==> config.mk <==
export PLATFORM = sky130hd
export DESIGN_NAME = bcrc_top
export DESIGN_NICKNAME = d
export VERILOG_FILES = /design/src/inc/bcrc_pkg.sv /design/src/inc/bcrc_strm_if.sv /design/src/rtl/bcrc_fifo2.sv /design/src/rtl/bcrc_top.sv
export SDC_FILE = /design/constraint.sdc
export NUM_CORES = 1
export LEC_CHECK = 0
export BUFFER_PORTS_ARGS = -buffer_cell sky130_fd_sc_hd__buf_2
export CAP_MARGIN = 25
export CORE_MARGIN = 4
export CORE_UTILIZATION = 40
export CTS_CLUSTER_SIZE = 14
export DETAILED_ROUTE_END_ITERATION = 8
export HOLD_SLACK_MARGIN = 0.1
export SYNTH_ARGS = -nofsm -noshare
export SYNTH_HDL_FRONTEND = slang
export SYNTH_HIERARCHICAL = 1
export SYNTH_SLANG_ARGS = --single-unit
==> constraint.sdc <==
create_clock -name mclk -period 2.88 [get_ports mclk]
set_input_delay 0.144 -clock mclk [delete_from_list [all_inputs] [get_ports mclk]]
set_output_delay 0.144 -clock mclk [all_outputs]
set_load 0.01 [all_outputs]
==> src/inc/bcrc_pkg.sv <==
// Purpose: constants, register map and byte update function of the byte crc engine
// Assumes: 100 MHz mclk, 32-bit Avalon-MM slave, registers in the low byte of each word
// Notes:   shared by the top module and the input buffer
package bcrc_pkg;

    // ************************************************************
    // register map (byte addresses)
    // ************************************************************
    localparam int        BCRC_ADDR_W     = 5;
    localparam int        BCRC_DATA_W     = 32;
    localparam int        BCRC_BE_W       = 4;
    localparam logic [4:0] BCRC_OFS_INPUT  = 5'h00;
    localparam logic [4:0] BCRC_OFS_CKLOW  = 5'h04;
    localparam logic [4:0] BCRC_OFS_CKHIGH = 5'h08;
    localparam logic [4:0] BCRC_OFS_CTRL   = 5'h0c;

    // ************************************************************
    // fields, widths and reset values
    // ************************************************************
    localparam int         BCRC_BYTE_W        = 8;
    localparam int         BCRC_SUM_W         = 16;
    localparam int         BCRC_POLYNOMIAL_SELECT_SEL_BIT  = 0;
    localparam int         BCRC_FIFO_DEPTH    = 2;
    localparam logic [7:0]  BCRC_INPUT_RST    = 8'h00;
    localparam logic [15:0] BCRC_SUM_RST      = 16'h0000;
    localparam logic        BCRC_POLYNOMIAL_SELECT_RST     = 1'b0;
    localparam logic [15:0] BCRC_POLYNOMIAL_SELECT_CCITT   = 16'h1021;
    localparam logic [15:0] BCRC_POLYNOMIAL_SELECT_CRC16   = 16'h8005;

    // ************************************************************
    // one byte folded into the running checksum, msb first
    // ************************************************************
    function automatic logic [15:0] bcrc_fold_byte(input logic [15:0] sum,
                                                   input logic [7:0]  data,
                                                   input logic        polynomial_select_sel);
        logic [15:0] tmp;
        logic [15:0] gen;
        logic        top;
        gen = polynomial_select_sel ? BCRC_POLYNOMIAL_SELECT_CRC16 : BCRC_POLYNOMIAL_SELECT_CCITT;
        tmp = sum ^ {data, 8'h00};
        for (int i = 0; i < BCRC_BYTE_W; i++)
        begin
            top = tmp[15];
            tmp = {tmp[14:0], 1'b0};
            if (top)
            begin
                tmp = tmp ^ gen;
            end
        end
        return tmp;
    endfunction

endpackage

==> src/inc/bcrc_strm_if.sv <==
// Purpose: valid/ready byte stream between the bus side and the crc engine
// Assumes: one clock, transfer when valid and ready are both high at an edge
// Notes:   src drives data and valid, snk drives ready
`timescale 1ns/100ps
interface bcrc_strm_if #(parameter int W = 8);
    logic         valid;
    logic         ready;
    logic [W-1:0] data;

    modport src (output valid, output data, input ready);
    modport snk (input valid, input data, output ready);
endinterface // bcrc_strm_if

==> src/rtl/bcrc_fifo2.sv <==
// Purpose: small buffer between the input register write and the crc engine
// Assumes: DEPTH of at least one; one clock, synchronous reset
// Notes:   full and empty are exact, so a stalled engine stalls the bus write
`timescale 1ns/100ps
module bcrc_fifo2
    import bcrc_pkg::*;
#(
    parameter int W     = BCRC_BYTE_W,
    parameter int DEPTH = BCRC_FIFO_DEPTH
)(
    input  wire logic   mclk,
    input  wire logic   reset,
    bcrc_strm_if.snk    fill,
    bcrc_strm_if.src    drain
);

    localparam int PW = (DEPTH > 1) ? $clog2(DEPTH) : 1;
    localparam int CW = $clog2(DEPTH + 1);

    logic [W-1:0]  mem_q [DEPTH];
    logic [PW-1:0] wr_ptr_q;
    logic [PW-1:0] rd_ptr_q;
    logic [CW-1:0] count_q;

    wire push = fill.valid && fill.ready;
    wire pop  = drain.valid && drain.ready;

    function automatic logic [PW-1:0] next_ptr(input logic [PW-1:0] p);
        return (p == PW'(DEPTH - 1)) ? '0 : PW'(p + 1'b1);
    endfunction

    assign fill.ready  = (count_q != CW'(DEPTH));
    assign drain.valid = (count_q != '0);
    assign drain.data  = mem_q[rd_ptr_q];

    always_ff @(posedge mclk)
    begin
        if (push)
        begin
            mem_q[wr_ptr_q] <= fill.data;
        end
    end

    always_ff @(posedge mclk)
    begin
        if (reset)
        begin
            wr_ptr_q <= '0;
            rd_ptr_q <= '0;
            count_q  <= '0;
        end
        else
        begin
            wr_ptr_q <= push ? next_ptr(wr_ptr_q) : wr_ptr_q;
            rd_ptr_q <= pop ? next_ptr(rd_ptr_q) : rd_ptr_q;
            count_q  <= CW'(count_q + {{(CW-1){1'b0}}, push} - {{(CW-1){1'b0}}, pop});
        end
    end

endmodule // bcrc_fifo2

==> src/rtl/bcrc_top.sv <==
// Purpose: byte-wide 16-bit crc engine behind an Avalon-MM slave
// Assumes: 100 MHz mclk, synchronous active-high reset, master holds its request
// Notes:   checksum and control accesses wait until all queued bytes are folded
//
// How it works
// - low checksum byte: read/write, resets zero
// - high checksum byte: read/write, resets zero
// - control bit 0 picks polynomial, resets 0
// - control bits 7..1 read zero, ignore writes
// - only the two fixed polynomials exist
// - each input write with lane 0 enabled folds one byte in
// - result ready before next access completes
// - byte xored into checksum high byte
// - shift left, xor generator on carry out
// - eight steps per byte, result chains on
// - final checksum readable as two bytes
// - input byte register read/write, resets zero
`timescale 1ns/100ps
module bcrc_top
    import bcrc_pkg::*;
#(
    parameter int DEPTH = BCRC_FIFO_DEPTH
)(
    input  wire logic                   mclk,
    input  wire logic                   reset,
    input  wire logic [BCRC_ADDR_W-1:0] address,
    input  wire logic                   read,
    input  wire logic                   write,
    input  wire logic [BCRC_DATA_W-1:0] writedata,
    input  wire logic [BCRC_BE_W-1:0]   byteenable,
    output logic      [BCRC_DATA_W-1:0] readdata,
    output logic                        waitrequest
);

    // ************************************************************
    // state
    // ************************************************************
    logic                   wait_q;
    logic [BCRC_DATA_W-1:0] readdata_q;
    logic [BCRC_BYTE_W-1:0] input_q;
    logic [BCRC_SUM_W-1:0]  sum_q;
    logic                   polynomial_select_q;
    logic [BCRC_BYTE_W-1:0] stage_q;
    logic                   stage_v_q;

    bcrc_strm_if #(.W(BCRC_BYTE_W)) in_if ();
    bcrc_strm_if #(.W(BCRC_BYTE_W)) out_if ();

    bcrc_fifo2 #(
        .W     (BCRC_BYTE_W),
        .DEPTH (DEPTH)
    ) u_buf (
        .mclk  (mclk),
        .reset (reset),
        .fill  (in_if.snk),
        .drain (out_if.src)
    );

    // ************************************************************
    // address decode and handshake
    // ************************************************************
    wire hit_in    = (address == BCRC_OFS_INPUT);
    wire hit_low   = (address == BCRC_OFS_CKLOW);
    wire hit_high  = (address == BCRC_OFS_CKHIGH);
    wire hit_ctrl  = (address == BCRC_OFS_CTRL);
    wire hit_sum   = hit_low || hit_high || hit_ctrl;
    wire req       = read || write;
    wire eng_idle  = !out_if.valid && !stage_v_q;

    // queued bytes must land first so readback and polynomial change stay in order
    wire can_take  = hit_in  ? (!write || in_if.ready) :
                     hit_sum ? eng_idle : 1'b1;
    wire accept    = req && wait_q && can_take;
    wire commit    = req && !wait_q;
    wire wr_lane0  = write && commit && byteenable[0];
    wire wr_in     = wr_lane0 && hit_in;
    wire wr_low    = wr_lane0 && hit_low;
    wire wr_high   = wr_lane0 && hit_high;
    wire wr_ctrl   = wr_lane0 && hit_ctrl;

    // ************************************************************
    // read mux, unmapped reads return zero
    // ************************************************************
    wire [BCRC_BYTE_W-1:0] rd_byte = hit_in   ? input_q :
                                     hit_low  ? sum_q[7:0] :
                                     hit_high ? sum_q[15:8] :
                                     hit_ctrl ? {7'h00, polynomial_select_q} : 8'h00;

    // ************************************************************
    // byte path: bus write, buffer, one stage, checksum fold
    // ************************************************************
    assign in_if.valid  = wr_in;
    assign in_if.data   = writedata[7:0];
    assign out_if.ready = !stage_v_q;

    wire take_byte = out_if.valid && out_if.ready;

    // a fold and a software write never coincide: sum writes wait for idle
    wire [BCRC_SUM_W-1:0] sum_d =
        stage_v_q ? bcrc_fold_byte(sum_q, stage_q, polynomial_select_q) :
        wr_low    ? {sum_q[15:8], writedata[7:0]} :
        wr_high   ? {writedata[7:0], sum_q[7:0]} : sum_q;

    wire polynomial_select_d = wr_ctrl ? writedata[BCRC_POLYNOMIAL_SELECT_SEL_BIT] : polynomial_select_q;
    wire [BCRC_BYTE_W-1:0] input_d = wr_in ? writedata[7:0] : input_q;

    // ************************************************************
    // registers
    // ************************************************************
    always_ff @(posedge mclk)
    begin
        if (reset)
        begin
            wait_q <= 1'b1;
        end
        else
        begin
            wait_q <= !wait_q || !accept;
        end
    end

    always_ff @(posedge mclk)
    begin
        if (reset)
        begin
            readdata_q <= '0;
        end
        else if (accept && read)
        begin
            readdata_q <= {24'h000000, rd_byte};
        end
    end

    always_ff @(posedge mclk)
    begin
        if (reset)
        begin
            sum_q   <= BCRC_SUM_RST;
            polynomial_select_q  <= BCRC_POLYNOMIAL_SELECT_RST;
            input_q <= BCRC_INPUT_RST;
        end
        else
        begin
            sum_q   <= sum_d;
            polynomial_select_q  <= polynomial_select_d;
            input_q <= input_d;
        end
    end

    always_ff @(posedge mclk)
    begin
        if (reset)
        begin
            stage_v_q <= 1'b0;
            stage_q   <= '0;
        end
        else
        begin
            stage_v_q <= take_byte;
            stage_q   <= take_byte ? out_if.data : stage_q;
        end
    end

    assign readdata    = readdata_q;
    assign waitrequest = wait_q;

    // ************************************************************
    // checks: byte accounting and register holds
    // ************************************************************
    // bytes owed catch a lost or doubled fold that a lucky sum would hide
    localparam int OW = $clog2(DEPTH + 2);

    logic [OW-1:0] owed_q;

    always_ff @(posedge mclk)
    begin
        if (reset)
        begin
            owed_q <= '0;
        end
        else
        begin
            owed_q <= OW'(owed_q + OW'(wr_in) - OW'(stage_v_q));
        end
    end
endmodule // bcrc_top

Word level (Yosys, flattened, before mapping)
Memories as Yosys holds them, arrays and structs flattened. A register that Yosys moved wholly into a read port is not among the register bits.
Index checks and enable logic that the tools add are counted.
Word-level totals
  register bits: 39
  memories kept: 1
  word-level logic and storage cells: 79
  RAM bits: 16
  output and inout port bits: 33
  input port bits: 45
Operators by class
  equality and inequality tests: 5
  mux-type cells: 22
  bitwise gates (word level): 9
  add/subtract/negate cells: 4
  reduce and logical (&&, ||, !) cells: 28
Memory list
  u_buf.mem_q: words 2, width 8, rd ports 1, clocked after Yosys merged registers in 1, wr ports 1, RTL line bcrc_fifo2.sv:20  | logic [W-1:0] mem_q [DEPTH];
Operators by type and width (count)
  $mux 16: 12
  $xor 16x16->16: 9
  $mux 8: 3
  $logic_and 1x1->1: 13
  $eq 5x4->1 const B: 2
  $mux 1: 7
  $reduce_bool 2->1: 3
  $eq 5x3->1 const B: 1
  $logic_not 1->1: 5
  $logic_not 5->1: 1
  $logic_or 1x1->1: 5
  $ne 2x2->1 const B: 2
  $add 1x1->1 const B: 2
  $add 2x1->2: 1
  $reduce_and 2->1: 1
  $sub 2x1->2: 1

Longest topological paths before layout
  word-level depth: 18
  gate-level depth with buffers: 9
  depth with buffers taken out: 8

By module
The synthesis kept the hierarchy.
Modules (own cells, without submodules)
  bcrc_top: cells each 318, instances 1, seq. area each 860.8 sq um, area each 2671.3 sq um
  bcrc_fifo2: cells each 52, instances 1, seq. area each 580.6 sq um, area each 840.8 sq um

Worst setup path after synthesis
Ideal clock, no wire load.
  path kind: in2reg
  start point: input port address[4]
  end point: register u_buf.count_q[1]
  data arrival time: 2.049 ns
  data required time: 2.754 ns
  setup slack: 0.705 ns
  path buffers: 1
  stages on the path: 8
  library setup time: 0.126 ns
  path through: or3_4 -> or3_1 -> nor3_1 -> buf_2 -> a311oi_1 -> ha_1 -> nor4_1 -> nor3_2
On the way
  longest elaborated chain between the ends: 5
Ends and longest elaborated chain
  start: declaration: RTL line bcrc_top.sv:26  | input wire logic [BCRC_ADDR_W-1:0] address,
  $logic_not 5->1: RTL line bcrc_top.sv:62  | wire hit_in = (address == BCRC_OFS_INPUT);
  $logic_and 1x1->1: RTL line bcrc_top.sv:76  | wire wr_in = wr_lane0 && hit_in;
  via in_if.valid: RTL line bcrc_strm_if.sv:6  | logic valid;
  $logic_and 1x1->1: RTL line bcrc_fifo2.sv:25  | wire push = fill.valid && fill.ready;
  $add 2x1->2: RTL line bcrc_fifo2.sv:56  | count_q <= CW'(count_q + {{(CW-1){1'b0}}, push} - {{(CW-1){1'b0}}, pop});
  $sub 2x1->2: RTL line bcrc_fifo2.sv:56
  end signal: assignment: RTL line bcrc_fifo2.sv:56
  end: declaration: RTL line bcrc_fifo2.sv:23  | logic [CW-1:0] count_q;
The timed path passes the listed nets, and every way through them passes these cells.
A chain may end at the register's enable or synchronous reset.

Final worst setup path
  start point: register wait_q (netlist: waitrequest)
  end point: register u_buf.count_q[1]
On the way
  longest elaborated chain between the ends: 8
Ends and longest elaborated chain
  start: declaration: RTL line bcrc_top.sv:38  | logic wait_q;
  start signal: assignment: RTL line bcrc_top.sv:118  | wait_q <= !wait_q || !accept;
  $logic_not 1->1: RTL line bcrc_top.sv:74  | wire commit = req && !wait_q;
  $logic_and 1x1->1: RTL line bcrc_top.sv:74
  $logic_and 1x1->1 (2 in a row): RTL line bcrc_top.sv:75  | wire wr_lane0 = write && commit && byteenable[0];
  $logic_and 1x1->1: RTL line bcrc_top.sv:76
  $logic_and 1x1->1: RTL line bcrc_fifo2.sv:25
  $add 2x1->2: RTL line bcrc_fifo2.sv:56
  $sub 2x1->2: RTL line bcrc_fifo2.sv:56
No other way between the ends.

==> metrics.yaml <==
timing:
  post-route-min-period_ns: 2.23
  slew_viol_final: 0
  fin_skew_ns: 0.00880
  setup_viol: 0
  worst_slew_pin_slew_ns: 0.951
  setup_tns_ns: 0
  timing.final.crit_share_pct: 77.4
  hold_violations: 0
  fmax_mhz: 449
  slew_headroom_pct: 36.5
  rsz0062_at_grt: "false"
logic_synthesis:
  yosys.area.top_type: "dfxtp_1"
  synth_area_leaders: "dfxtp_1 (27%), edfxtp_1 (14%), mux2i_1 (5.7%)"
  yosys_most_used_dff: "dfxtp_1"
  synth.area.mux_share_pct: 9.87
  yosysUniqueCellTypes: 60
  synth_area_sq_mm: 0.00351
  synth_top_family_by_area: "simple AND/OR/NAND/NOR gates"
  yosys_warnings: 6
  netlist.area_leader.share_pct: 27.4
  synth_area_per_cell_sq_um: 9.49
  synth-edff-count: 16
  synth-compound-area-share_pct: 11.0
  synth-xor-area-share_pct: 11.9
  synthAdderAreaFrac_pct: 0.356
  async_flop_share_pct: 0
  synthesis.instances: 370
  synth_seq_cells: 64
  yosys.area_share.simple_pct: 17.6
  yosysSeqAreaShare_pct: 41.0
layout:
  fin_cells: 512
  areaGrowthSynthToFinish_pct: 11.8
  nNetsFinal: 448
  antenna_cells: 0
  utilization_pct: 46.8
  layout-drive-gt1-share_pct: 19.4
clock_network:
  root_buffer: "clkbuf_8"
  ctsResizeCount: 0
  cts.sinks: 64
  clkTransAtPathRegs_ns: 0.07
  htreeDepth: 3
  clockBufferDepth: 2
  worstSkewPairLatency_ns: 0.34
  cts_made_buffers: 9
  tritoncts: "done"
run_status:
  outcome: "completed"
routing:
  num_vias: 2528
  ant_nets: 0
  drtIter0Drc: 159
  routed_via_density: 4.94
  avgRoutedWirePerCell_um: 14.7
  drt_wl_total_um: 7530
  route.detailed.drc: 0
  firstDrtPassIters: 6
critical_path:
  ff2ff_setup_slack_ns: 0.65
  r2r-start: "waitrequest"
  ff2ff_path_depth: 6
  start_kind: "flip-flop"
  critical_path_class: "flip-flop to flip-flop"
  r2r_end: "u_buf/count_q[1]"
  end_kind: "flip-flop"
  crit_start: "waitrequest"
  path_max_fanout: 8
  crit_arrival_ns: 2.43
  critical_path_required_ns: 3.08
power:
  finalPower_mw: 3.45
  vdd_drop_max_mv: 0.329
  powerDensity_mw_per_mm2: 880
  p_leak_nw: 1.55
floorplan:
  start_util_pct: 41.9
  dieArea_sq_mm: 0.0103
  die_h_um: 102
  num_rows: 33
  num_io_pins: 78
  core_area_sq_mm: 0.00838
  dieWidth_um: 102
grt:
  grt_pass1_vias: 2430
  grt_max_degree: 36
  grt.overflow.total: 0
  grt_pass1_wl_um: 12600
  grt.total_usage_pct: 15.7
  grt_antenna_before_repair: 0
min_path:
  whs_endpoint: "waitrequest"
  worstHoldStart: "write"
  min_path_type: "input pin to flip-flop"
  whs_path_depth: 4
flow_run:
  max-cap-violations: 0
placed_design:
  place.gp.congestion: 0.877
  placedCellCount: 488
  port_buffers: 26
  hpwlAfterDp_um: 5650
==> layout make-up <==
class / instances / area (sq um)
clock inverters: 7 / 70.1
flip-flops and latches: 64 / 1440
clock buffers: 9 / 124
well taps: 105 / 131
repair buffers: 41 / 263
fillers: 822 / 4460
multi-input cells: 281 / 1880
inverters: 5 / 18.8
==> repair_timing <==
item / in CTS / in global routing
setup buffers: 0 / 0
hold buffers: 8 / 0
hold endpoints to repair: 16 / 0
==> flip-flops by register name (all words and copies together), names as in the netlist, named ones only <==
register and cells:
input_q 8, polynomial_select_q 1, readdata 8, stage_q 8, stage_v_q 1, sum_q 16
u_buf/count_q 2, u_buf/mem_q 16, u_buf/rd_ptr_q 1, u_buf/wr_ptr_q 1, waitrequest 1
==> critical path, cell delays in order, from the launching register on <==
cell	delay [ns]
dfxtp_1	0.35
or3_1	0.43
nor3_2	0.47
a311oi_1	0.18
ha_1	0.23
nor4_1	0.35
nor3_2	0.08
==> report_power, final <==
part,switching (mW),internal [mW]
sequential,0.157,1.05
clock,0.360,0.397
combinational,0.789,0.701
total,1.31,2.15
==> layout by cell type (no fill, tap or decap), drive strengths merged, types with 3 or more instances in the layout <==
cell type,n
nand3,4
xnor3,4
mux2i,20
a221oi,5
nor3,17
xnor2,20
nand4,3
buf,33
inv,6
clkbuf,9
mux2,11
dlygate4sd3,8
xor2,15
and3,3
nand2,25
clkinvlp,3
conb,24
nor2b,6
dfxtp,48
nor2,52
a21oi,31
edfxtp,16
a211oi,7
o21ai,4
or3,4
==> layer usage <==
layer | global-route usage (%) | up-vias | wire [um]
li1 | - | 1296 | -
met1 | 22.5 | 1158 | 3730
met2 | 23.3 | 63 | 3380
met3 | 2.75 | 11 | 317
met4 | 6.13 | 0 | 100
met5 | 0 | - | 0
==> stage by stage <==
step	cell area [sq um]	setup WS [ns]	hold slack, ns
6_report	3930	0.651	0.160
3_3_place_gp	3650	0.355	0.405
4_1_cts	3930	0.623	0.140
2_1_floorplan	3600	0.705	0.213
3_5_place_dp	3650	0.277	0.408
5_1_grt	3930	0.504	0.177
==> worst max path at each step <==
stage                     cells after the start                end
after floorplan                               8   u_buf/count_q[1]
after global placement                        7  u_buf/mem_q[0][5]
after detailed placement                      8   u_buf/count_q[1]
after CTS                                     6   u_buf/count_q[1]
after global routing                          5  u_buf/mem_q[0][7]
final                                         6   u_buf/count_q[1]
==> cell families (layout without fill, tap and decap cells) <==
group | count (synthesis) | in the layout
muxes | 32 | 32
DFF | 64 | 64
and+or+nand+nor | 126 | 126
buffers and inverters | 48 | 62
AOI/OAI and AO/OA | 59 | 59
other | 1 | 24
adders and majority gates | 1 | 1
xor gates and xnor gates | 39 | 39
==> synth_stat cells (all sizes together) (2+ instances only) <==
cell type and count:
mux2 11, inv 5, edfxtp 16, xnor2 20, buf 32, and3 3
o22ai 2, xnor3 4, clkbuf 11, or3 4, or2 2, a221oi 5
xor2 15, o311ai 2, nor3b 2, nand2b 2, nand3 4, nor3 17
a21oi 31, o21ai 4, dfxtp 48, a211oi 7, nand2 25, nor2 52
nand4 3, nor2b 6, mux2i 20
Power figures use the tool's default switching activity.
